--- src/inc/lpc_pkg.sv ---
// Constants, register map and state codes of the low-power mode controller.
// Assumes one 200 MHz clock and a plain strobe register port on the same clock.
//
// Functional notes
// RULE1 - Disable and enable commands; disabled by default.
// RULE2 - Enabling without configured dwell uses 5 s.
// RULE3 - Delay command weights four digits, 0 to 9999.
// RULE4 - Zero dwell means an effective 150 ms.
// RULE5 - Dwell counts only in idle Standby.
// RULE6 - Dwell elapsed: enter low power, indicator high.
// RULE7 - USB needs enable, dwell elapsed and suspend.
// RULE8 - USB host chooses when to suspend.
// RULE9 - Configuration is kept through low power.
// RULE10 - Ready 37 ms after wake, immediately in Standby.
// RULE11 - UART host wakes with trigger, CTS, aim.
// RULE12 - Wake drops indicator, back to Standby, restart count.
// RULE13 - Read, output or command restarts the dwell count.
`default_nettype none
package lpc_pkg;
   // ==========================================================
   // Register port
   localparam int ADDR_W = 4;
   localparam int DATA_W = 32;
   localparam logic [3:0] REG_CMD_OFFS = 4'h0;
   localparam logic [3:0] REG_DIGITS_OFFS = 4'h4;
   localparam logic [3:0] REG_STATUS_OFFS = 4'h8;
   localparam logic [3:0] REG_DWELL_OFFS = 4'hC;
   // ==========================================================
   // Command codes written to the command register
   localparam logic [1:0] CMD_LOW_POWER_DISABLE = 2'h0;
   localparam logic [1:0] CMD_LOW_POWER_ENABLE = 2'h1;
   localparam logic [1:0] CMD_LOW_POWER_DELAY = 2'h2;
   // ==========================================================
   // Field positions of the status register
   localparam int STAT_STATE_POS = 0;
   localparam int STAT_ENABLE_POS = 2;
   localparam int STAT_PDOWN_POS = 3;
   localparam int STAT_READY_POS = 4;
   localparam int STAT_CONFIGURED_POS = 5;
   localparam int STAT_BADDIGIT_POS = 6;
   // ==========================================================
   // Reset values and timing
   localparam int DWELL_W = 14;
   localparam int MS_W = 24;
   localparam logic [13:0] DWELL_MAX_S = 14'h270F;
   localparam logic [13:0] DEFAULT_DWELL_S = 14'h0005;
   localparam int ZERO_DWELL_MS = 150;
   localparam int RECOVERY_MS = 37;
   localparam int MS_PER_S = 1000;
   localparam int CLK_FREQ_HZ = 200_000_000;
   localparam int CYCLES_PER_MS = CLK_FREQ_HZ / MS_PER_S;
   // ==========================================================
   // Power states
   typedef enum logic [1:0] {
      ST_STANDBY = 2'b00,
      ST_LOW_POWER = 2'b01,
      ST_RECOVER = 2'b10
   } lpc_state_t;
endpackage : lpc_pkg
`default_nettype wire

--- src/hdl/lpc_mode_ctrl.sv ---
// Low-power mode controller: command registers, power state machine, wake logic.
// Assumes wake and bus pins are asynchronous and activity pulses share clk.
`timescale 1ns/100ps
`default_nettype none
module lpc_mode_ctrl
   import lpc_pkg::*;
#(
   parameter int CYC_PER_MS = CYCLES_PER_MS
) (
   input wire logic clk,
   input wire logic rst_n,
   input wire logic [ADDR_W-1:0] regAddr,
   input wire logic [DATA_W-1:0] regWrData,
   input wire logic regWrite,
   input wire logic regRead,
   output logic [DATA_W-1:0] regRdData,
   input wire logic usbMode,
   input wire logic usbSuspend,
   input wire logic triggerInputN,
   input wire logic ctsIn,
   input wire logic aimWakeInputN,
   input wire logic readActivity,
   input wire logic dataOutActivity,
   output logic powerDownIndicator,
   output logic readyToScan
);
   // ==========================================================
   // Digit decoding
   function automatic logic digitsValid(input logic [15:0] d);
      digitsValid = (d[15:12] <= 4'h9) && (d[11:8] <= 4'h9) && (d[7:4] <= 4'h9)
         && (d[3:0] <= 4'h9);
   endfunction : digitsValid
   function automatic logic [DWELL_W-1:0] digitsWeighted(input logic [15:0] d);
      digitsWeighted = DWELL_W'(d[15:12]) * 14'd1000 + DWELL_W'(d[11:8]) * 14'd100
         + DWELL_W'(d[7:4]) * 14'd10 + DWELL_W'(d[3:0]);
   endfunction : digitsWeighted
   // ==========================================================
   // Pin synchronisers
   logic [4:0] pinMeta_reg, pinSync_reg;
   always_ff @(posedge clk or negedge rst_n) begin
      if (!rst_n) begin
         pinMeta_reg <= 5'h1F;
         pinSync_reg <= 5'h1F;
      end else begin
         pinMeta_reg <= {usbMode, usbSuspend, triggerInputN, ctsIn, aimWakeInputN};
         pinSync_reg <= pinMeta_reg;
      end
   end
   logic usbModeS, suspendS, trigActive, ctsActive, aimActive;
   assign usbModeS = pinSync_reg[4];
   assign suspendS = pinSync_reg[3];
   assign trigActive = !pinSync_reg[2];
   assign ctsActive = !pinSync_reg[1];
   assign aimActive = !pinSync_reg[0];
   // ==========================================================
   // Configuration registers
   logic cmdWrite, cmdDisable, cmdEnable, cmdDelay, digitsOk;
   logic enable_reg, enable_next;
   logic configured_reg, configured_next;
   logic badDigit_reg, badDigit_next;
   logic [15:0] digits_reg, digits_next;
   logic [DWELL_W-1:0] dwell_reg, dwell_next;
   assign cmdWrite = regWrite && (regAddr == REG_CMD_OFFS);
   assign cmdDisable = cmdWrite && (regWrData[1:0] == CMD_LOW_POWER_DISABLE);
   assign cmdEnable = cmdWrite && (regWrData[1:0] == CMD_LOW_POWER_ENABLE);
   assign cmdDelay = cmdWrite && (regWrData[1:0] == CMD_LOW_POWER_DELAY);
   assign digitsOk = digitsValid(digits_reg);
   always_comb begin
      enable_next = enable_reg;
      configured_next = configured_reg;
      badDigit_next = badDigit_reg;
      digits_next = digits_reg;
      dwell_next = dwell_reg;
      if (regWrite && regAddr == REG_DIGITS_OFFS) begin
         digits_next = regWrData[15:0];
      end
      if (cmdDisable) begin
         enable_next = 1'b0; // RULE1
      end
      if (cmdEnable) begin
         enable_next = 1'b1; // RULE1
         if (!configured_reg) begin
            dwell_next = DEFAULT_DWELL_S; // RULE2
         end
      end
      if (cmdDelay) begin
         badDigit_next = !digitsOk;
         if (digitsOk) begin
            dwell_next = digitsWeighted(digits_reg); // RULE3
            configured_next = 1'b1;
         end
      end
   end
   always_ff @(posedge clk or negedge rst_n) begin
      if (!rst_n) begin
         enable_reg <= 1'b0;
         configured_reg <= 1'b0;
         badDigit_reg <= 1'b0;
         digits_reg <= 16'h0000;
         dwell_reg <= DEFAULT_DWELL_S;
      end else begin
         enable_reg <= enable_next;
         configured_reg <= configured_next;
         badDigit_reg <= badDigit_next;
         digits_reg <= digits_next;
         dwell_reg <= dwell_next; // RULE9
      end
   end
   // ==========================================================
   // Power state machine
   lpc_state_t state_reg, state_next;
   logic timerDone, timerRestart, wakeEvent, activity, enterOk;
   logic [MS_W-1:0] targetMs;
   logic powerDown_reg, powerDown_next;
   logic ready_reg, ready_next;
   assign activity = readActivity || dataOutActivity || regWrite;
   assign wakeEvent = usbModeS ? (trigActive || aimActive)
      : (trigActive || ctsActive || aimActive); // RULE11
   assign enterOk = enable_reg && timerDone && (!usbModeS || suspendS); // RULE7
   always_comb begin
      if (state_reg == ST_RECOVER) begin
         targetMs = MS_W'(RECOVERY_MS);
      end else if (dwell_reg == '0) begin
         targetMs = MS_W'(ZERO_DWELL_MS); // RULE4
      end else begin
         targetMs = MS_W'(dwell_reg) * MS_W'(MS_PER_S);
      end
   end
   always_comb begin
      state_next = state_reg;
      case (state_reg)
         ST_STANDBY: begin
            if (enterOk && !activity) begin
               state_next = ST_LOW_POWER; // RULE6
            end
         end
         ST_LOW_POWER: begin
            if (wakeEvent) begin
               state_next = ST_RECOVER; // RULE12
            end
         end
         ST_RECOVER: begin
            if (timerDone) begin
               state_next = ST_STANDBY; // RULE10
            end
         end
         default: begin
            state_next = ST_STANDBY;
         end
      endcase
      timerRestart = (state_next != state_reg)
         || (state_reg == ST_STANDBY && activity); // RULE5 RULE13
      powerDown_next = (state_next == ST_LOW_POWER); // RULE6 RULE12
      ready_next = (state_next == ST_STANDBY); // RULE10
   end
   always_ff @(posedge clk or negedge rst_n) begin
      if (!rst_n) begin
         state_reg <= ST_STANDBY;
         powerDown_reg <= 1'b0;
         ready_reg <= 1'b1;
      end else begin
         state_reg <= state_next;
         powerDown_reg <= powerDown_next;
         ready_reg <= ready_next;
      end
   end
   lpc_ms_timer #(
      .CYC_PER_MS(CYC_PER_MS)
   ) lpc_ms_timer_i (
      .clk(clk),
      .rst_n(rst_n),
      .restart(timerRestart),
      .targetMs(targetMs),
      .done(timerDone)
   );
   assign powerDownIndicator = powerDown_reg;
   assign readyToScan = ready_reg;
   // ==========================================================
   // Read port
   logic [DATA_W-1:0] rdData_reg, rdData_next;
   always_comb begin
      rdData_next = '0;
      if (regRead) begin
         case (regAddr)
            REG_DIGITS_OFFS: begin
               rdData_next = {16'h0000, digits_reg};
            end
            REG_STATUS_OFFS: begin
               rdData_next[STAT_STATE_POS +: 2] = state_reg;
               rdData_next[STAT_ENABLE_POS] = enable_reg;
               rdData_next[STAT_PDOWN_POS] = powerDown_reg;
               rdData_next[STAT_READY_POS] = ready_reg;
               rdData_next[STAT_CONFIGURED_POS] = configured_reg;
               rdData_next[STAT_BADDIGIT_POS] = badDigit_reg;
            end
            REG_DWELL_OFFS: begin
               rdData_next = {18'h00000, dwell_reg};
            end
            default: begin
               rdData_next = '0;
            end
         endcase
      end
   end
   always_ff @(posedge clk or negedge rst_n) begin
      if (!rst_n) begin
         rdData_reg <= 32'h00000000;
      end else begin
         rdData_reg <= rdData_next;
      end
   end
   assign regRdData = rdData_reg;
   // ==========================================================
   // Assertions
   disable_cmd_a: assert property (@(posedge clk) disable iff (!rst_n) // RULE1
      cmdDisable |=> !enable_reg)
      else $error("Disable command did not clear enable");
   enable_default_a: assert property (@(posedge clk) disable iff (!rst_n) // RULE2
      (cmdEnable && !configured_reg) |=> (dwell_reg == DEFAULT_DWELL_S))
      else $error("Enable did not load default dwell");
   delay_weight_a: assert property (@(posedge clk) disable iff (!rst_n) // RULE3
      (cmdDelay && digitsOk) |=> (dwell_reg == digitsWeighted($past(digits_reg))))
      else $error("Dwell not weighted from digits");
   zero_dwell_a: assert property (@(posedge clk) disable iff (!rst_n) // RULE4
      (state_reg == ST_STANDBY && dwell_reg == '0) |-> (targetMs == MS_W'(150)))
      else $error("Zero dwell not mapped to 150 ms");
   enter_low_a: assert property (@(posedge clk) disable iff (!rst_n) // RULE6
      (state_reg == ST_STANDBY && state_next == ST_LOW_POWER)
      |-> ##1 powerDownIndicator [*2] or ##1 (powerDownIndicator && wakeEvent))
      else $error("Indicator not raised on low power");
   usb_cond_a: assert property (@(posedge clk) disable iff (!rst_n) // RULE7
      (usbModeS && state_reg == ST_STANDBY && state_next == ST_LOW_POWER)
      |-> (suspendS && enable_reg && timerDone))
      else $error("USB low power entered without all conditions");
   config_kept_a: assert property (@(posedge clk) disable iff (!rst_n) // RULE9
      $rose(powerDown_reg) |-> ($stable(dwell_reg) && $stable(enable_reg)))
      else $error("Configuration changed on low power entry");
   wake_path_a: assert property (@(posedge clk) disable iff (!rst_n) // RULE12
      (state_reg == ST_LOW_POWER && wakeEvent) |=> (state_reg == ST_RECOVER)
      ##1 !powerDownIndicator)
      else $error("Wake did not leave low power");
   idle_restart_a: assert property (@(posedge clk) disable iff (!rst_n) // RULE13
      (state_reg == ST_STANDBY && activity) |=> (state_reg == ST_STANDBY))
      else $error("Low power entered despite activity");
   ready_standby_a: assert property (@(posedge clk) disable iff (!rst_n) // RULE10
      (state_reg == ST_STANDBY) |-> readyToScan)
      else $error("Not ready in Standby");
   dwell_range_a: assert property (@(posedge clk) disable iff (!rst_n) // RULE3
      dwell_reg <= DWELL_MAX_S)
      else $error("Dwell outside the accepted range");
endmodule : lpc_mode_ctrl
`default_nettype wire

--- src/hdl/lpc_ms_timer.sv ---
// Millisecond timer with restart, used for the dwell and the wake recovery.
// Assumes restart and target come from logic on the same clock.
`timescale 1ns/100ps
`default_nettype none
module lpc_ms_timer
   import lpc_pkg::*;
#(
   parameter int CYC_PER_MS = CYCLES_PER_MS
) (
   input wire logic clk,
   input wire logic rst_n,
   input wire logic restart,
   input wire logic [MS_W-1:0] targetMs,
   output logic done
);
   // ==========================================================
   // Elaboration check
   generate
      if (CYC_PER_MS < 1 || CYC_PER_MS > 16777215) begin : g_bad
         $error("CYC_PER_MS out of range");
      end
   endgenerate
   // ==========================================================
   // Prescaler and millisecond counter
   logic [23:0] preCnt_reg, preCnt_next;
   logic [MS_W-1:0] msCnt_reg, msCnt_next;
   logic done_reg, done_next;
   always_comb begin
      preCnt_next = preCnt_reg;
      msCnt_next = msCnt_reg;
      if (restart) begin
         preCnt_next = 24'h000000;
         msCnt_next = '0;
      end else if (msCnt_reg < targetMs) begin
         if (preCnt_reg == 24'(CYC_PER_MS - 1)) begin
            preCnt_next = 24'h000000;
            msCnt_next = msCnt_reg + 1'b1;
         end else begin
            preCnt_next = preCnt_reg + 24'h000001;
         end
      end
      done_next = !restart && (msCnt_next >= targetMs);
   end
   always_ff @(posedge clk or negedge rst_n) begin
      if (!rst_n) begin
         preCnt_reg <= 24'h000000;
         msCnt_reg <= '0;
         done_reg <= 1'b0;
      end else begin
         preCnt_reg <= preCnt_next;
         msCnt_reg <= msCnt_next;
         done_reg <= done_next;
      end
   end
   assign done = done_reg;
endmodule : lpc_ms_timer
`default_nettype wire

--- config.mk ---
export PLATFORM = sky130hd
export DESIGN_NAME = lpc_mode_ctrl
export DESIGN_NICKNAME = d
export VERILOG_FILES = /design/src/inc/lpc_pkg.sv /design/src/hdl/lpc_mode_ctrl.sv /design/src/hdl/lpc_ms_timer.sv
export SDC_FILE = /design/constraint.sdc
export NUM_CORES = 1
export LEC_CHECK = 0
export BUFFER_PORTS_ARGS = -buffer_cell sky130_fd_sc_hd__buf_4
export CORE_ASPECT_RATIO = 1.4
export CORE_MARGIN = 2
export CORE_UTILIZATION = 30
export DETAILED_ROUTE_END_ITERATION = 16
export MAX_ROUTING_LAYER = met4
export PLACE_DENSITY = 0.44
export SLEW_MARGIN = 20
export SYNTH_ARGS = -nofsm -noshare
export SYNTH_HDL_FRONTEND = slang
export SYNTH_HIERARCHICAL = 1
export SYNTH_SLANG_ARGS = --single-unit
--- constraint.sdc ---
create_clock -name clk -period 7.2 [get_ports clk]
set_input_delay 0.72 -clock clk [delete_from_list [all_inputs] [get_ports clk]]
set_output_delay 0.72 -clock clk [all_outputs]
set_load 0.02 [all_outputs]
==> results.json, run 1 <==
{
  "peakVddDrop_mv": 0.7035,
  "vias": 8907,
  "ys_types": 68,
  "tritoncts": "done",
  "yosys-top-cells-area": "dfrtp_1 22%, ha_1 18%, fa_1 11%",
  "leakage_nw": 6.324,
  "rows": 83,
  "antenna_found_initial": 0,
  "drive_gt1_share_pct": 25.22,
  "yosysMostFrequentCell": "ha_1",
  "period_share_pct": 97.98,
  "hold_violations": 0,
  "synth-async-reset-ratio_pct": 100.0,
  "setup_viol": 0,
  "worst_hold_path_type": "register to register",
  "yosysSeqAreaShare_pct": 25.52,
  "synth_cells": 1187,
  "clk-insertion-delay-late_ns": 0.39,
  "synth_commonest_cells": "160 x ha_1, 147 x inv_1, 99 x dfrtp_1, 89 x nor2_1, 69 x a21oi_1",
  "crit_path_frequent_cell": "fa_1",
  "synth-warning-count": 6,
  "cp-end-kind": "register",
  "p_sw_share_pct": 46.47,
  "coreArea_mm2": 0.03645,
  "required_ns": 7.44,
  "outcome": "completed",
  "postPlaceCellArea_mm2": 0.01261,
  "pwr-share-clk_pct": 7.8,
  "clock_skew_ns": 0.01129,
  "combPwrFrac_pct": 81.5,
  "grt_overflow": 0,
  "synth.avg_cell_area_um2": 9.308,
  "fin_nets": 1605,
  "die-area_mm2": 0.03840,
  "cts_sinks": 112,
  "antenna_cells": 0,
  "max-cap-violations": 0,
  "total_power_w": 0.007109,
  "p_sw_w": 0.003304,
  "initial_core_util_pct": 30.31,
  "wl_per_cell_um": 16.29,
  "rsz0062_at_grt": "true",
  "dr.pass1.iters": 4,
  "max_freq_mhz": 141.8,
  "synth_top_area_share_pct": 22.42,
  "viasPerCell": 4.929,
  "grt_pass1_vias": 9320,
  "synthFlopType": "dfrtp_1",
  "syn_area_mm2": 0.01105,
  "worstSetupPathType": "register to register",
  "drt_iter0_drc": 291,
  "slew_violations": 0,
  "p_int_w": 0.003805,
  "worst_slew_pin_slew_ns": 0.9820,
  "numCtsBuffers": 9,
  "grt_use_total_pct": 16.06,
  "utilization_pct": 37.39,
  "grt_max_degree": 70,
  "area_growth_pct": 23.35,
  "drcViolationCount": 0,
  "post-place-ws_ns": -0.6010,
  "critPathSlowestCell": "dfstp_2",
  "htreeDepth": 3,
  "io_pins": 81,
  "grtUsageMet1_pct": 16.59,
  "start_kind": "register",
  "slowest_delay_ns": 0.58,
  "ant_nets": 0,
  "die_x_um": 166.2,
  "n_fill_cell": 3729,
  "grt_use_met2_pct": 30.85,
  "synth.largest_area_cell": "dfrtp_1",
  "p_seq_share_pct": 10.7,
  "top_usage_layer": "met2",
  "slew-limit-headroom_pct": 34.35,
  "dpl.hpwl_um": 22850,
  "grt_first_pass_wirelength_um": 47930,
  "power.density_mw_per_mm2": 521.6,
  "worstPathMaxFanout": 4,
  "routabilityCongestion": 0.8087,
  "final_cell_area_mm2": 0.01363,
  "use_met3_pct": 1.588,
  "final.setup.worst_slack_ns": 0.1454,
  "fin_hold_ws_ns": 0.3599,
  "root_buffer": "clkbuf_16",
  "ys_ff_latch": 112,
  "path_clk_slew_ns": 0.09,
  "clk_path_buf_depth": 2,
  "critPathArrivalTime_ns": 7.30,
  "portBuffers": 48,
  "period_minus_slack_ns": 7.055,
  "routed_wl_um": 29450,
  "synth_edf_count": 0,
  "die_h_um": 231.1
}
metrics by stage:
step | setup TNS, ns | std cells
after floorplan | 0 | 1202
after global placement | -0.5194 | 1772
after detailed placement | -0.6010 | 1772
after CTS | 0 | 1795
after global routing | -0.2251 | 1807
final | 0 | 1807
placed cells by master (no fill, tap or decap), types with 28 or more instances in the layout:
cell type	instances
o21ai_0	32
nor2_1	85
nand3_1	39
mux2_2	40
inv_1	137
ha_1	148
dfrtp_1	99
buf_4	163
nor2b_1	30
nand4_1	28
fa_1	59
a21oi_1	57
nand2_1	41
area by class of cell:
type | count | area (um^2) | share of cell area [%]
Sequential cell | 112 | 2819 | 20.68
Multi-Input combinational cell | 890 | 7913 | 58.06
Clock inverter | 7 | 88.84 | 0.6519
Inverter | 147 | 556.8 | 4.086
Timing Repair Buffer | 175 | 1441 | 10.58
Tap cell | 467 | 584.3 | 4.288
Clock buffer | 9 | 225.2 | 1.653
metal layers:
metal,wire (um),share of wire [%]
met5,0,0
met4,927,3.1
met3,388,1.3
met2,16650,57
met1,11470,39
final timing paths:
path                           startpoint                           end  slack, ns  cells past startpoint
setup / recovery             dwell_reg[2]           lpc_ms_timer_i/done       0.15                     32
hold / removal             pinMeta_reg[0]                pinSync_reg[0]       0.36                      0
setup reg to reg             dwell_reg[2]           lpc_ms_timer_i/done       0.15                     32
hold reg to reg            pinMeta_reg[0]                pinSync_reg[0]       0.36                      0
max in group asynchronous           rst_n                 regRdData[15]       5.48                      2
min in group asynchronous           rst_n  lpc_ms_timer_i/msCnt_reg[20]       0.44                      1
power by group through the flow:
| stage | registers (W) | clock network [W] | logic (W) |
|---|---|---|---|
| detailed placement | 0.000770 | 0 | 0.00533 |
| CTS | 0.000760 | 0.000581 | 0.00559 |
| global placement | 0.000770 | 0 | 0.00533 |
| finish | 0.000758 | 0.000555 | 0.00580 |
| floorplan | 0.000769 | 0 | 0.00359 |
| global route | 0.000772 | 0.000599 | 0.00658 |
kinds of logic after synthesis:
kind of cell	synth area share (%)
simple gates	17.34
fa+ha+maj	29.54
compound gates	12.34
buf+inv	7.418
flops	25.52
mux	5.198
xor+xnor	2.616
other cells	0.03394
worst max-delay path: cells and delay by family (launching register included):
kind            cells  cell delay (ns)
xor+xnor            1             0.13
simple gates        8             1.16
fa+ha+maj           7             2.78
compound gates      9             1.38
mux                 1             0.30
flops               1             0.58
buf+inv             6             0.60
repair_timing:
item,CTS,global route
setup buffers,5,12
cloned,3,1
endpoints found under the setup margin,1,1
pin swaps,27,47
gates resized for setup,48,56
hold buffers,0,0
(Power assumes the default switching activity.)
==> run 2, diff against run 1 <==
PLACE_DENSITY = not set   (was 0.44)
PLACE_DENSITY_LB_ADDON = 0.05   (was not set)
==> results.json, run 2 (same netlist as run 1, synthesis figures left out) <==
{
  "outcome": "completed",
  "post-place-ws_ns": -0.5255,
  "critPathArrivalTime_ns": 7.27,
  "grt_max_degree": 70,
  "period_share_pct": 97.67,
  "max-cap-violations": 0,
  "rsz0062_at_grt": "true",
  "antenna_cells": 0,
  "area_growth_pct": 23.95,
  "rows": 83,
  "vias": 8871,
  "routabilityCongestion": 0.7811,
  "crit_path_frequent_cell": "fa_1",
  "dpl.hpwl_um": 24100,
  "path_clk_slew_ns": 0.09,
  "worst_hold_path_type": "register to register",
  "drt_iter0_drc": 326,
  "ctsHoldBuffers": 0,
  "final.setup.worst_slack_ns": 0.1676,
  "utilization_pct": 37.57,
  "period_minus_slack_ns": 7.032,
  "p_sw_share_pct": 46.43,
  "portBuffers": 48,
  "slew_violations": 0,
  "p_seq_share_pct": 10.6,
  "final_cells": 1817,
  "start_kind": "register",
  "clk-insertion-delay-late_ns": 0.39,
  "slew-limit-headroom_pct": 33.17,
  "grt_use_total_pct": 17.08,
  "die_h_um": 231.1,
  "critPathSlowestCell": "fa_1",
  "power.density_mw_per_mm2": 522.0,
  "dr.pass1.iters": 4,
  "die_x_um": 166.2,
  "coreArea_mm2": 0.03645,
  "wl_per_cell_um": 16.80,
  "p_sw_w": 0.003319,
  "postPlaceCellArea_mm2": 0.01266,
  "root_buffer": "clkbuf_16",
  "final_cell_area_mm2": 0.01369,
  "worstSetupPathType": "register to register",
  "max_freq_mhz": 142.2,
  "layout_common_cells": "174 x buf_4, 149 x ha_1, 137 x inv_1, 99 x dfrtp_1, 86 x nor2_1",
  "cts_sinks": 112,
  "numCtsBuffers": 9,
  "slowest_delay_ns": 0.55,
  "combPwrFrac_pct": 81.7,
  "ant_nets": 0,
  "antenna_found_initial": 0,
  "dpl.cell_count": 1779,
  "pwr-share-clk_pct": 7.7,
  "initial_core_util_pct": 30.31,
  "grt_pass1_vias": 9446,
  "htreeDepth": 3,
  "clk_path_buf_depth": 2,
  "die-area_mm2": 0.03840,
  "viasPerCell": 4.882,
  "hold_violations": 0,
  "worst_slew_pin_slew_ns": 0.9996,
  "peakVddDrop_mv": 0.4115,
  "layout_commonest_cell": "buf_4",
  "io_pins": 81,
  "p_int_w": 0.003830,
  "leakage_nw": 6.351,
  "drcViolationCount": 0,
  "drive_gt1_share_pct": 25.63,
  "fin_tns_setup_ns": 0,
  "clock_skew_ns": 0.01283,
  "setup_viol": 0,
  "fin_nets": 1615,
  "required_ns": 7.44,
  "worstPathMaxFanout": 7,
  "cp-end-kind": "register",
  "tritoncts": "done",
  "grt_overflow": 0,
  "grt_first_pass_wirelength_um": 50440,
  "routed_wl_um": 30520
}
-- run 2: cell types whose count changed in the layout (fill, tap and decap cells not counted), sizes merged --
cell      before  now
buf          172  185
bufbuf         2    0
inv          152  150
clkinvlp       0    1
-- run 2: cell type report --
class,instances,area (um^2)
clock buffer,10,239.0
clock inverter,6,68.82
fill,3729,22760
inverter,147,551.8
multi-input combinational,890,7968
sequential,112,2819
tap,467,584.3
timing repair buffer,185,1464
-- run 2: power by group through the flow --
stage / Clock [W] / Sequential, W / Combinational [W]
global route: 0.000604 / 0.000776 / 0.00664
global placement: 0 / 0.000775 / 0.00535
CTS: 0.000583 / 0.000764 / 0.00562
floorplan: 0 / 0.000769 / 0.00359
finish: 0.000548 / 0.000761 / 0.00584
detailed placement: 0 / 0.000775 / 0.00533
-- run 2: per-layer routing --
metal	wire length, um	GRT usage, %	share of wire, %
met5	0	-	0
met4	572	5.272	1.9
met3	374	1.725	1.2
met2	17310	32.57	57
met1	12260	18.58	40
-- run 2: per-stage QoR --
| step | hold WS (ns) | power, W |
|---|---|---|
| 4_1_cts | 0.3602 | 0.006967 |
| 3_3_place_gp | 0.3470 | 0.006130 |
| 2_1_floorplan | 0.3452 | 0.004362 |
| 3_5_place_dp | 0.3468 | 0.006105 |
| 5_1_grt | 0.3678 | 0.008018 |
| 6_report | 0.3587 | 0.007149 |
-- run 2: worst paths after layout --
path | start | endpoint | slack, ns | cells past startpoint
setup / recovery | dwell_reg[2] | lpc_ms_timer_i/done | 0.17 | 34
hold / removal | pinMeta_reg[1] | pinSync_reg[1] | 0.36 | 0
setup reg to reg | dwell_reg[2] | lpc_ms_timer_i/done | 0.17 | 34
hold reg to reg | pinMeta_reg[1] | pinSync_reg[1] | 0.36 | 0
max in group asynchronous | rst_n | lpc_ms_timer_i/done | 5.45 | 2
min in group asynchronous | rst_n | lpc_ms_timer_i/msCnt_reg[20] | 0.42 | 1
-- run 2: what timing repair did --
item | in CTS | in global routing
gates resized for setup | 84 | 28
buffers inserted | 13 | 9
setup endpoints to repair | 1 | 1
pin swaps | 37 | 39
-- run 2: worst max-delay path, delay by kind of cell, from the launching register on --
kind / cells / cell delay [ns]
adder cells (fa/ha/maj): 7 / 2.79
AO/OA/AOI/OAI: 10 / 1.44
AND/OR/NAND/NOR: 7 / 1.01
buffers and inverters: 8 / 0.93
flip-flops: 1 / 0.38
multiplexers: 1 / 0.17
XOR/XNOR: 1 / 0.14
==> run 3, diff against run 2 <==
HOLD_SLACK_MARGIN = 0.1   (was not set)
PLACE_DENSITY = 0.53   (was not set)
PLACE_DENSITY_LB_ADDON = not set   (was 0.05)
==> results.json, run 3 (same netlist as run 1, synthesis figures left out) <==
{
  "outcome": "completed",
  "routed_wl_um": 28790,
  "grt_overflow": 0,
  "die_x_um": 166.2,
  "clk_path_buf_depth": 2,
  "critPathTopFamily": "adder cells",
  "ctsHoldBuffers": 0,
  "tritoncts": "done",
  "peakVddDrop_mv": 0.5132,
  "rows": 83,
  "worstSetupPathType": "register to register",
  "cp-end-kind": "register",
  "slew-limit-headroom_pct": 35.74,
  "vias": 9021,
  "ant_nets": 0,
  "cp_num_buf_inv": 9,
  "antenna_found_initial": 0,
  "coreArea_mm2": 0.03645,
  "clk-insertion-delay-late_ns": 0.37,
  "slowest_delay_ns": 0.53,
  "antenna_cells": 0,
  "worst_hold_path_type": "register to register",
  "drcViolationCount": 0,
  "layout_common_cells": "166 x buf_4, 147 x ha_1, 138 x inv_1, 99 x dfrtp_1, 86 x nor2_1",
  "initial_core_util_pct": 30.31,
  "clock_skew_ns": 0.01766,
  "die_h_um": 231.1,
  "required_ns": 7.41,
  "period_share_pct": 99.10,
  "dpl.hpwl_um": 22470,
  "slew_violations": 0,
  "portBuffers": 48,
  "critPathArrivalTime_ns": 7.34,
  "drive_gt1_share_pct": 25.93,
  "grt_max_degree": 58,
  "htreeDepth": 3,
  "hold_violations": 0,
  "die-area_mm2": 0.03840,
  "rsz0062_at_grt": "true",
  "routabilityCongestion": 0.8268,
  "worst_slew_pin_slew_ns": 0.9612,
  "power.density_mw_per_mm2": 518.5,
  "area_growth_pct": 23.96,
  "final_cell_area_mm2": 0.01370,
  "leakage_nw": 6.346,
  "final.setup.worst_slack_ns": 0.06449,
  "start_kind": "register",
  "max_freq_mhz": 140.1,
  "post-place-ws_ns": -0.3962,
  "grt_first_pass_wirelength_um": 46970,
  "fin_nets": 1607,
  "layout_commonest_cell": "buf_4",
  "wl_per_cell_um": 15.92,
  "viasPerCell": 4.987,
  "io_pins": 81,
  "numCtsBuffers": 9,
  "period_minus_slack_ns": 7.136,
  "path_clk_slew_ns": 0.08,
  "critPathSlowestCell": "dfstp_2",
  "root_buffer": "clkbuf_16",
  "drt_iter0_drc": 391,
  "max-cap-violations": 0,
  "grt_use_total_pct": 15.55,
  "setup_viol": 0,
  "postPlaceCellArea_mm2": 0.01266,
  "cts_sinks": 112,
  "dr.pass1.iters": 4,
  "worstPathMaxFanout": 5,
  "grt_pass1_vias": 9410
}
run 3: cell count changes in the layout (fill, tap and decap cells not counted), sizes merged:
cell / previous run / this run
clkinv: 2 / 3
bufbuf: 0 / 1
buf: 185 / 176
clkinvlp: 1 / 0
run 3: report_power, final:
part	switching [W]	internal [W]
Combinational	0.00291	0.00291
Clock	0.000277	0.000246
Sequential	0.0000727	0.000687
Total	0.00326	0.00384
run 3: repair_timing:
item,CTS,global route
pin swaps,37,29
gates cloned,3,0
setup buffers,8,3
resized for setup,84,32
setup endpoints to repair,1,1
run 3: final timing paths:
kind	from	end	slack, ns	cells after the start
min in group asynchronous	rst_n	lpc_ms_timer_i/preCnt_reg[21]	0.41	1
worst min-delay path	pinMeta_reg[3]	pinSync_reg[3]	0.36	0
worst max-delay path	dwell_reg[2]	lpc_ms_timer_i/done	0.06	35
max in group asynchronous	rst_n	regRdData[14]	5.50	2
worst max register to register	dwell_reg[2]	lpc_ms_timer_i/done	0.06	35
worst min register to register	pinMeta_reg[3]	pinSync_reg[3]	0.36	0
run 3: final cells by class:
type                       instances  area [um^2]
tap                              467        584.3
timing repair buffer             177         1445
multi-input combinational        890         8004
clock inverter                     6        62.56
sequential                       112         2819
fill                            3664        22760
inverter                         147        551.8
clock buffer                      10        229.0
run 3: worst reg2reg max path, delay by kind of cell, from the launching register on:
kind	cells	cell delay [ns]
muxes	1	0.32
AOI/OAI and AO/OA	9	1.16
adders and majority gates	7	2.61
DFF	1	0.53
buffers and inverters	9	1.04
xor gates and xnor gates	1	0.13
and+or+nand+nor	8	1.22
run 3: through the flow:
step	utilization (%)	hold slack, ns	total power (W)	instances	TNS, ns
floorplan	-	0.3452	0.004362	1202	0
global placement	34.74	0.3458	0.005964	1779	-0.3069
detailed placement	34.74	0.3472	0.006040	1779	-0.3962
CTS	37.14	0.3591	0.006794	1806	0
global route	37.57	0.3625	0.007916	1809	-0.2891
finish	37.57	0.3581	0.007101	1809	0
run 3: per-layer routing:
metal,global-route usage (%),share of wire (%)
met1,15.96,39
met3,1.639,1.7
met4,6.005,2.9
met2,30.17,57
met5,-,0
